### src/hdl/ialm_pkg.sv
// Package: operation classes, shift kinds, latencies and the issue/result carriers
package ialm_pkg;

  // ---------------------------------------------------------------------------
  // Operation classes
  // ---------------------------------------------------------------------------
  typedef enum logic [3:0] {
    OPC_COPY,        // Register copy and inverted copy
    OPC_ARITH,       // Logical, add, subtract, carry, compare and test
    OPC_SAT_HALF,    // Saturating and halving packed forms
    OPC_SAT_DBL,     // Doubling saturate and single-value saturate
    OPC_PACK,        // Pack halfwords
    OPC_PACKED_MOD,  // Dual saturate and plain modular packed forms
    OPC_EXT_ACC,     // Extend then accumulate
    OPC_EXT,         // Plain extend
    OPC_BITFIELD,    // Bit-field clear, insert, extract
    OPC_MISC,        // Zero count, wide moves, reversals, status read
    OPC_DIVIDE,      // Signed and unsigned divide
    OPC_SR_WRITE     // Status-register write
  } ialm_opclass_t;

  typedef enum logic [1:0] {
    SHK_NONE,
    SHK_CONST,
    SHK_REG
  } ialm_shift_t;

  typedef enum logic [1:0] {
    DOP_ADD,
    DOP_SUB,
    DOP_AND,
    DOP_OR
  } ialm_aluop_t;

  // ---------------------------------------------------------------------------
  // Latencies in cycles
  // ---------------------------------------------------------------------------
  localparam logic [4:0] LAT_ONE   = 5'h01;
  localparam logic [4:0] LAT_TWO   = 5'h02;
  localparam logic [4:0] LAT_THREE = 5'h03;
  localparam logic [4:0] DIV_MIN   = 5'h04;
  localparam logic [4:0] DIV_MAX   = 5'h10;
  localparam logic [4:0] LAT_RST   = 5'h00;

  // Issue request from the issue stage
  typedef struct packed {
    ialm_opclass_t opclass;
    ialm_shift_t   shift;
    ialm_aluop_t   aluop;
    logic          mode_change;  // Status write touching mode or control bits
    logic [31:0]   op_a;
    logic [31:0]   op_b;
    logic [4:0]    shamt;
  } ialm_req_t;

  // Result returned to the write-back stage
  typedef struct packed {
    logic [31:0] data;
    logic [4:0]  latency;
  } ialm_rsp_t;

endpackage

### src/hdl/ialm_top.sv
// Integer execution datapath with class- and shift-dependent result latency
`timescale 1ns/1ps
// Functional notes
// - Copy: 1 cycle, register shift 2
// - Arith/logic: 1, constant shift 2, register 3
// - Saturating and halving packed ops: 2 cycles
// - Doubling saturate, single saturate: 3 cycles
// - Dual saturate, modular packed ops: 1 cycle
// - Extend then accumulate: 3 cycles
// - Plain extend: 2 cycles
// - Bit-field clear/insert/extract: 2 cycles
// - Zero count, moves, reversals, status read: 1
// - Divide: 4 to 16 cycles, data dependent
// - Plain status write 1; mode change serializes
module ialm_top (
  input  wire logic               ref_clk_i,
  input  wire logic               rst_i,
  input  wire logic               req_valid_i,
  input  wire ialm_pkg::ialm_req_t req_i,
  output logic                    req_ready_o,
  output logic                    rsp_valid_o,
  output ialm_pkg::ialm_rsp_t     rsp_o,
  output logic                    serialize_o,
  output logic                    busy_o
);

  // ---------------------------------------------------------------------------
  // Latency selection
  // ---------------------------------------------------------------------------
  logic [4:0]  nxt_lat;
  logic [31:0] nxt_data;
  logic [4:0]  div_lat;
  logic [4:0]  lz_a;

  // Leading zeros of the dividend pick the divide time: bigger values take longer
  always_comb begin
    lz_a = 5'h1f;
    for (int i = 0; i < 32; i++) begin
      if (req_i.op_a[i]) begin
        lz_a = 5'(31 - i);
      end
    end
    if (req_i.op_a == 32'h0000_0000) begin
      div_lat = ialm_pkg::DIV_MIN;
    end else begin
      div_lat = ialm_pkg::DIV_MAX - 5'(lz_a[4:1] > 4'hc ? 4'hc : lz_a[4:1]);
    end
  end

  // Class and shift kind to cycles; classes without shifted forms ignore shift
  always_comb begin
    unique case (req_i.opclass)
      ialm_pkg::OPC_COPY: begin
        nxt_lat = (req_i.shift == ialm_pkg::SHK_REG) ? ialm_pkg::LAT_TWO : ialm_pkg::LAT_ONE;
      end
      ialm_pkg::OPC_ARITH: begin
        unique case (req_i.shift)
          ialm_pkg::SHK_NONE:  nxt_lat = ialm_pkg::LAT_ONE;
          ialm_pkg::SHK_CONST: nxt_lat = ialm_pkg::LAT_TWO;
          default:             nxt_lat = ialm_pkg::LAT_THREE;
        endcase
      end
      ialm_pkg::OPC_SAT_HALF:   nxt_lat = ialm_pkg::LAT_TWO;
      ialm_pkg::OPC_SAT_DBL:    nxt_lat = ialm_pkg::LAT_THREE;
      ialm_pkg::OPC_PACK: begin
        nxt_lat = (req_i.shift == ialm_pkg::SHK_CONST) ? ialm_pkg::LAT_TWO : ialm_pkg::LAT_ONE;
      end
      ialm_pkg::OPC_PACKED_MOD: nxt_lat = ialm_pkg::LAT_ONE;
      ialm_pkg::OPC_EXT_ACC:    nxt_lat = ialm_pkg::LAT_THREE;
      ialm_pkg::OPC_EXT:        nxt_lat = ialm_pkg::LAT_TWO;
      ialm_pkg::OPC_BITFIELD:   nxt_lat = ialm_pkg::LAT_TWO;
      ialm_pkg::OPC_MISC:       nxt_lat = ialm_pkg::LAT_ONE;
      ialm_pkg::OPC_DIVIDE:     nxt_lat = div_lat;
      ialm_pkg::OPC_SR_WRITE:   nxt_lat = ialm_pkg::LAT_ONE;
      default:                  nxt_lat = ialm_pkg::LAT_ONE;
    endcase
  end

  // ---------------------------------------------------------------------------
  // Result value: a small representative datapath
  // ---------------------------------------------------------------------------
  logic [31:0] opb_sh;

  // Second operand shift; only copy, arith and pack take it
  always_comb begin
    opb_sh = req_i.op_b;
    if (req_i.shift != ialm_pkg::SHK_NONE &&
        (req_i.opclass == ialm_pkg::OPC_COPY || req_i.opclass == ialm_pkg::OPC_ARITH ||
         req_i.opclass == ialm_pkg::OPC_PACK)) begin
      opb_sh = req_i.op_b << req_i.shamt;
    end
  end

  // Operation result
  always_comb begin
    unique case (req_i.aluop)
      ialm_pkg::DOP_ADD: nxt_data = req_i.op_a + opb_sh;
      ialm_pkg::DOP_SUB: nxt_data = req_i.op_a - opb_sh;
      ialm_pkg::DOP_AND: nxt_data = req_i.op_a & opb_sh;
      default:           nxt_data = req_i.op_a | opb_sh;
    endcase
    if (req_i.opclass == ialm_pkg::OPC_COPY) begin
      nxt_data = opb_sh;
    end
  end

  // ---------------------------------------------------------------------------
  // Countdown; one operation in flight, so a long divide stalls issue
  // ---------------------------------------------------------------------------
  logic [4:0]  cnt_ff;
  logic [4:0]  lat_ff;
  logic [31:0] data_ff;
  logic        rsp_valid_ff;
  logic        ser_ff;
  logic        take;

  assign take        = req_valid_i && req_ready_o;
  assign req_ready_o = (cnt_ff == 5'h00) && !rst_i;
  assign busy_o      = (cnt_ff != 5'h00);

  // Counter and captured result
  always_ff @(posedge ref_clk_i) begin
    if (rst_i) begin
      cnt_ff  <= 5'h00;
      lat_ff  <= ialm_pkg::LAT_RST;
      data_ff <= 32'h0000_0000;
    end else if (take) begin
      cnt_ff  <= nxt_lat - 5'h01;
      lat_ff  <= nxt_lat;
      data_ff <= nxt_data;
    end else if (cnt_ff != 5'h00) begin
      cnt_ff <= cnt_ff - 5'h01;
    end
  end

  // Result strobe: latency N means valid N cycles after the take edge
  always_ff @(posedge ref_clk_i) begin
    if (rst_i) begin
      rsp_valid_ff <= 1'b0;
    end else begin
      rsp_valid_ff <= (take && nxt_lat == ialm_pkg::LAT_ONE) || (cnt_ff == 5'h01);
    end
  end

  // Mode-changing status write is flagged for the serializing path
  always_ff @(posedge ref_clk_i) begin
    if (rst_i) begin
      ser_ff <= 1'b0;
    end else begin
      ser_ff <= take && req_i.opclass == ialm_pkg::OPC_SR_WRITE && req_i.mode_change;
    end
  end

  assign rsp_valid_o   = rsp_valid_ff;
  assign rsp_o.data    = data_ff;
  assign rsp_o.latency = lat_ff;
  assign serialize_o   = ser_ff;

  // ---------------------------------------------------------------------------
  // Checks
  // ---------------------------------------------------------------------------
  a_arith_reg_three: assert property (@(posedge ref_clk_i) disable iff (rst_i)
    take && req_i.opclass == ialm_pkg::OPC_ARITH && req_i.shift == ialm_pkg::SHK_REG
    |-> ##1 !rsp_valid_o ##1 !rsp_valid_o ##1 rsp_valid_o)
    else $error("arith register shift not 3 cycles");
  a_copy_reg_two: assert property (@(posedge ref_clk_i) disable iff (rst_i)
    take && req_i.opclass == ialm_pkg::OPC_COPY && req_i.shift == ialm_pkg::SHK_REG
    |-> ##2 rsp_valid_o && rsp_o.latency == 5'h02)
    else $error("copy register shift not 2 cycles");
  a_sat_half_two: assert property (@(posedge ref_clk_i) disable iff (rst_i)
    take && req_i.opclass == ialm_pkg::OPC_SAT_HALF |-> ##1 !rsp_valid_o ##1 rsp_valid_o)
    else $error("saturating op not 2 cycles");
  a_sat_dbl_three: assert property (@(posedge ref_clk_i) disable iff (rst_i)
    take && req_i.opclass == ialm_pkg::OPC_SAT_DBL |-> ##3 rsp_valid_o && rsp_o.latency == 5'h03)
    else $error("doubling saturate not 3 cycles");
  a_packed_one: assert property (@(posedge ref_clk_i) disable iff (rst_i)
    take && req_i.opclass == ialm_pkg::OPC_PACKED_MOD |-> ##1 rsp_valid_o)
    else $error("packed modular op not 1 cycle");
  a_ext_acc_three: assert property (@(posedge ref_clk_i) disable iff (rst_i)
    take && req_i.opclass == ialm_pkg::OPC_EXT_ACC |-> ##3 rsp_valid_o && $past(!rsp_valid_o))
    else $error("extend accumulate not 3 cycles");
  a_ext_two: assert property (@(posedge ref_clk_i) disable iff (rst_i)
    take && req_i.opclass == ialm_pkg::OPC_EXT |-> ##2 rsp_valid_o && rsp_o.latency == 5'h02)
    else $error("extend not 2 cycles");
  a_bitfield_two: assert property (@(posedge ref_clk_i) disable iff (rst_i)
    take && req_i.opclass == ialm_pkg::OPC_BITFIELD |-> ##2 rsp_valid_o)
    else $error("bit-field op not 2 cycles");
  a_misc_one: assert property (@(posedge ref_clk_i) disable iff (rst_i)
    take && req_i.opclass == ialm_pkg::OPC_MISC |-> ##1 rsp_valid_o && rsp_o.latency == 5'h01)
    else $error("misc op not 1 cycle");
  a_divide_window: assert property (@(posedge ref_clk_i) disable iff (rst_i)
    take && req_i.opclass == ialm_pkg::OPC_DIVIDE |-> ##[4:16] rsp_valid_o)
    else $error("divide outside 4 to 16 cycles");
  a_sr_write_one: assert property (@(posedge ref_clk_i) disable iff (rst_i)
    take && req_i.opclass == ialm_pkg::OPC_SR_WRITE
    |-> ##1 rsp_valid_o && serialize_o == $past(req_i.mode_change))
    else $error("status write timing or serialize flag wrong");
  a_no_shift_form: assert property (@(posedge ref_clk_i) disable iff (rst_i)
    take && req_i.opclass == ialm_pkg::OPC_SAT_HALF && req_i.shift != ialm_pkg::SHK_NONE
    |-> ##2 rsp_o.latency == 5'h02)
    else $error("shift applied to class without shifted form");
  // Short forms; a pulse seen at the take edge may still belong to the previous op
  a_copy_const_one: assert property (@(posedge ref_clk_i) disable iff (rst_i)
    take && req_i.opclass == ialm_pkg::OPC_COPY && req_i.shift != ialm_pkg::SHK_REG |-> ##1 rsp_valid_o)
    else $error("copy unshifted or constant shift not 1 cycle");
  a_arith_none_one: assert property (@(posedge ref_clk_i) disable iff (rst_i)
    take && req_i.opclass == ialm_pkg::OPC_ARITH && req_i.shift == ialm_pkg::SHK_NONE |-> ##1 rsp_valid_o)
    else $error("arith unshifted not 1 cycle");
  a_arith_const_two: assert property (@(posedge ref_clk_i) disable iff (rst_i)
    take && req_i.opclass == ialm_pkg::OPC_ARITH && req_i.shift == ialm_pkg::SHK_CONST
    |-> ##1 !rsp_valid_o ##1 rsp_valid_o)
    else $error("arith constant shift not 2 cycles");
  a_divide_field: assert property (@(posedge ref_clk_i) disable iff (rst_i)
    take && req_i.opclass == ialm_pkg::OPC_DIVIDE
    |-> ##1 rsp_o.latency >= ialm_pkg::DIV_MIN && rsp_o.latency <= ialm_pkg::DIV_MAX)
    else $error("divide latency field outside 4 to 16");
  a_pack_reg_one: assert property (@(posedge ref_clk_i) disable iff (rst_i)
    take && req_i.opclass == ialm_pkg::OPC_PACK && req_i.shift == ialm_pkg::SHK_REG |-> ##1 rsp_valid_o)
    else $error("pack with register shift given a shifted latency");
  a_ext_no_shift: assert property (@(posedge ref_clk_i) disable iff (rst_i)
    take && req_i.opclass == ialm_pkg::OPC_EXT && req_i.shift != ialm_pkg::SHK_NONE
    |-> ##1 !rsp_valid_o ##1 rsp_valid_o)
    else $error("extend with shift not 2 cycles");

endmodule // ialm_top

### config.mk
export PLATFORM = sky130hd
export DESIGN_NAME = ialm_top
export DESIGN_NICKNAME = d
export VERILOG_FILES = /design/src/hdl/ialm_pkg.sv /design/src/hdl/ialm_top.sv
export SDC_FILE = /design/constraint.sdc
export NUM_CORES = 1
export LEC_CHECK = 0
export BUFFER_PORTS_ARGS = -buffer_cell sky130_fd_sc_hd__buf_2
export CAP_MARGIN = 20
export CORE_MARGIN = 5
export CORE_UTILIZATION = 45
export CTS_CLUSTER_DIAMETER = 80
export DETAILED_ROUTE_END_ITERATION = 10
export PLACE_DENSITY = 0.72
export SYNTH_ARGS = -nofsm -noshare
export SYNTH_HDL_FRONTEND = slang
export SYNTH_SLANG_ARGS = --single-unit
### constraint.sdc
create_clock -name ref_clk_i -period 7.3 [get_ports ref_clk_i]
set_clock_uncertainty 0.05 [all_clocks]
set_input_delay 1.46 -clock ref_clk_i [delete_from_list [all_inputs] [get_ports ref_clk_i]]
set_output_delay 1.46 -clock ref_clk_i [all_outputs]
set_load 0.005 [all_outputs]
==> impl_metrics.yaml <==
timing:
  drv_slew: 0
  max_freq_mhz: 151
  final_hold_viol_count: 0
  timing.hold.ws_ns: 0.409
  setup_viol: 0
  slew_headroom: 0.294
  final.period_utilization: 0.909
  rsz0062_at_grt: "no"
  setup_tns_ns: 0
  worstMarginPinSlew_ns: 1.04
  post-route-min-period_ns: 6.64
cts:
  htreeDepth: 2
  clk_path_buf_depth: 2
  cts_setup_buffers: 0
  root_buffer: "clkbuf_16"
  clock_sinks: 44
  ctsHoldBuffers: 0
  path_clk_slew_ns: 0.06
  clk_latency_ns: 0.29
  cts_resized: 0
  cts_tree: "yes"
  cts_buffers: 5
critical_path:
  startpoint_type: "primary input"
  critical_path_required_ns: 7.43
  cp_max_fo: 19
  cp-end-kind: "flip-flop"
  worstSetupStartpoint: "req_i[0]"
  r2r-start: "cnt_ff[0]$_SDFFE_PP0P_"
  critPathKind: "in -> reg"
  crit_arrival_ns: 6.77
routing:
  num_vias: 8519
  wl_per_cell_um: 20.6
  first_pass_iters: 8
  via_per_inst: 6.51
  wl_um: 27000
  drc: 0
  ant_nets: 0
  drtIter0Drc: 888
finish:
  area_growth_pct: 12.3
  multi_input_area_um2: 6310
  layout-drive-gt1-share: 0.210
  n_fill_cell: 1642
  n_antenna_cell: 0
  ff_latch_area_um2: 881
  nets: 1208
logic_synthesis:
  yosysWarnings: 0
  synth-seq-cells: 44
  synth_edf_count: 0
  synthDistinctLibCells: 89
  syn_nets: 1117
  syn_area_um2: 7630
  syn_inst: 996
  synthFlopType: "dfxtp_1"
  async_reset_ff_frac: 0
  ys_seq_area_frac: 0.115
  syn_area_per_cell_um2: 7.67
placed_design:
  io_buffers: 121
  hpwl_um: 21400
  gp_congestion: 1.01
job:
  cap_viol_max_count: 0
die:
  die_h_um: 140
  dieArea_um2: 19700
  rows: 47
  die_w_um: 140
  pin_count: 122
  start_util: 0.459
  core_area_um2: 16600
grt:
  first_global_vias: 7786
  grt_max_degree: 61
  grt_pass1_wl_um: 42500
  overflow: 0
  grt_use_total: 0.262
  antenna_found_initial: 0
hold_path:
  min_path_type: "reg -> reg"
  hold_start: "lat_ff[3]$_SDFFE_PP0P_"
power_and_ir_drop:
  power.density_nw_per_um2: 169
  vdd_drop_max_v: 0.000200
  p_leak_nw: 3.46
status:
  status: "finished, final reports clean"
## power by group
part | leakage (nW) | switching [W] | internal, W
registers | 0.359 | 0.0000320 | 0.000294
logic | 3.01 | 0.000496 | 0.000356
clock network | 0.0901 | 0.0000906 | 0.000180
total | 3.46 | 0.000618 | 0.000830
## metrics by stage
| step | instances | power [W] | cell area (um2) | setup WS [ns] | util |
|---|---|---|---|---|---|
| after floorplan | 996 | 0.000920 | 7630 | 1.20 | - |
| after detailed placement | 1300 | 0.00117 | 8390 | 0.430 | 0.504 |
| final | 1308 | 0.00145 | 8580 | 0.661 | 0.515 |
| after CTS | 1308 | 0.00144 | 8580 | 0.723 | 0.515 |
| after global placement | 1300 | 0.00116 | 8390 | 0.615 | 0.504 |
| after global routing | 1308 | 0.00156 | 8580 | 0.122 | 0.515 |
## area by class of cell
class / count / area share
Tap cell: 220 / 0.0321
Sequential cell: 44 / 0.103
Timing Repair Buffer: 148 / 0.0942
Clock inverter: 1 / 0.00350
Clock buffer: 7 / 0.0178
Inverter: 33 / 0.0144
Multi-Input combinational cell: 855 / 0.735
## state kept, by name (all words and copies together) (netlist names)
| register | count |
|---|---|
| lat_ff | 5 |
| rsp_valid_o | 1 |
| cnt_ff | 5 |
| serialize_o | 1 |
| data_ff | 32 |
## worst max-delay path, stage by stage
cell and delay, ns:
buf_2 0.40, buf_4 0.28, mux2i_1 0.40, o22ai_1 0.20, a22oi_1 0.40, nand3_1 0.16
nor2_1 0.29, nand4b_1 0.23, or4_4 0.61, o21ai_1 0.19, xnor2_1 0.09, ha_1 0.40
nand2_1 0.14, nor2_1 0.17, nand3_1 0.10, or2_2 0.29, o22ai_1 0.17, o221ai_1 0.22
a21o_1 0.23, a311oi_1 0.25, nor2_1 0.08
## path summary, 6_finish.rpt
check / slack, ns / cells after the start / end
max: 0.66 / 21 / data_ff[30]$_SDFFE_PP0P_
min: 0.41 / 2 / lat_ff[3]$_SDFFE_PP0P_
max reg2reg: 4.32 / 11 / data_ff[30]$_SDFFE_PP0P_
min reg2reg: 0.41 / 2 / lat_ff[3]$_SDFFE_PP0P_
## synthesized netlist by cell type (6+ instances only)
cell | count | area, um2
ha_1 | 39 | 488
a21oi_1 | 76 | 380
o22ai_1 | 14 | 87.6
nand3b_1 | 27 | 203
o31ai_1 | 8 | 60.1
a211oi_1 | 11 | 82.6
o21ai_1 | 12 | 60.1
a221oi_1 | 19 | 166
mux4_2 | 37 | 833
xnor2_1 | 34 | 298
nor3_1 | 21 | 105
nor4_1 | 9 | 56.3
a21o_1 | 13 | 97.6
nand2b_1 | 9 | 56.3
o21ai_0 | 98 | 490
nand3_1 | 20 | 100
clkbuf_1 | 45 | 169
o2bb2ai_1 | 7 | 61.3
a22oi_1 | 7 | 52.6
a31oi_1 | 17 | 106
o211ai_1 | 7 | 52.6
nor2_1 | 84 | 315
inv_1 | 30 | 113
o31a_1 | 7 | 61.3
mux2_2 | 14 | 158
nand2_1 | 91 | 342
o221ai_1 | 7 | 61.3
mux2i_1 | 21 | 210
and2_1 | 6 | 37.5
buf_6 | 7 | 78.8
nand4_1 | 8 | 50.1
dfxtp_1 | 44 | 881
xor2_1 | 21 | 184
## routing by layer
metal,track usage,vias to the layer above,routed length (um)
li1,-,4018,-
met2,0.403,536,11700
met1,0.387,3907,11800
met3,0.0361,58,2830
met5,0,-,0
met4,0.0673,0,616
## cell usage in the layout, fill, tap and decap left out, drive strengths merged, types with 7 or more instances in the layout
| cell type | n |
|---|---|
| inv | 30 |
| or2 | 9 |
| a22oi | 7 |
| o31ai | 8 |
| clkbuf | 7 |
| o2bb2ai | 7 |
| xnor2 | 34 |
| mux4 | 40 |
| o211ai | 7 |
| nor4 | 9 |
| nand2b | 10 |
| mux2 | 19 |
| o22ai | 14 |
| nand2 | 91 |
| nor3 | 21 |
| ha | 39 |
| mux2i | 21 |
| o221ai | 7 |
| nand3b | 27 |
| xor2 | 21 |
| a221oi | 20 |
| o31a | 7 |
| a211oi | 11 |
| nor2 | 85 |
| a31oi | 17 |
| nand3 | 20 |
| nand4 | 8 |
| buf | 148 |
| dfxtp | 44 |
| a21o | 13 |
| a21oi | 78 |
| o21ai | 112 |
## logic make-up after synthesis
logic type | count (synthesis) | share of synthesized area
muxes | 80 | 0.175
and+or+nand+nor | 315 | 0.206
adders and majority gates | 42 | 0.0692
xor gates and xnor gates | 55 | 0.0631
AOI/OAI and AO/OA | 363 | 0.312
buffers and inverters | 97 | 0.0598
DFF | 44 | 0.115
No activity file was read; power rests on OpenSTA's default activity.
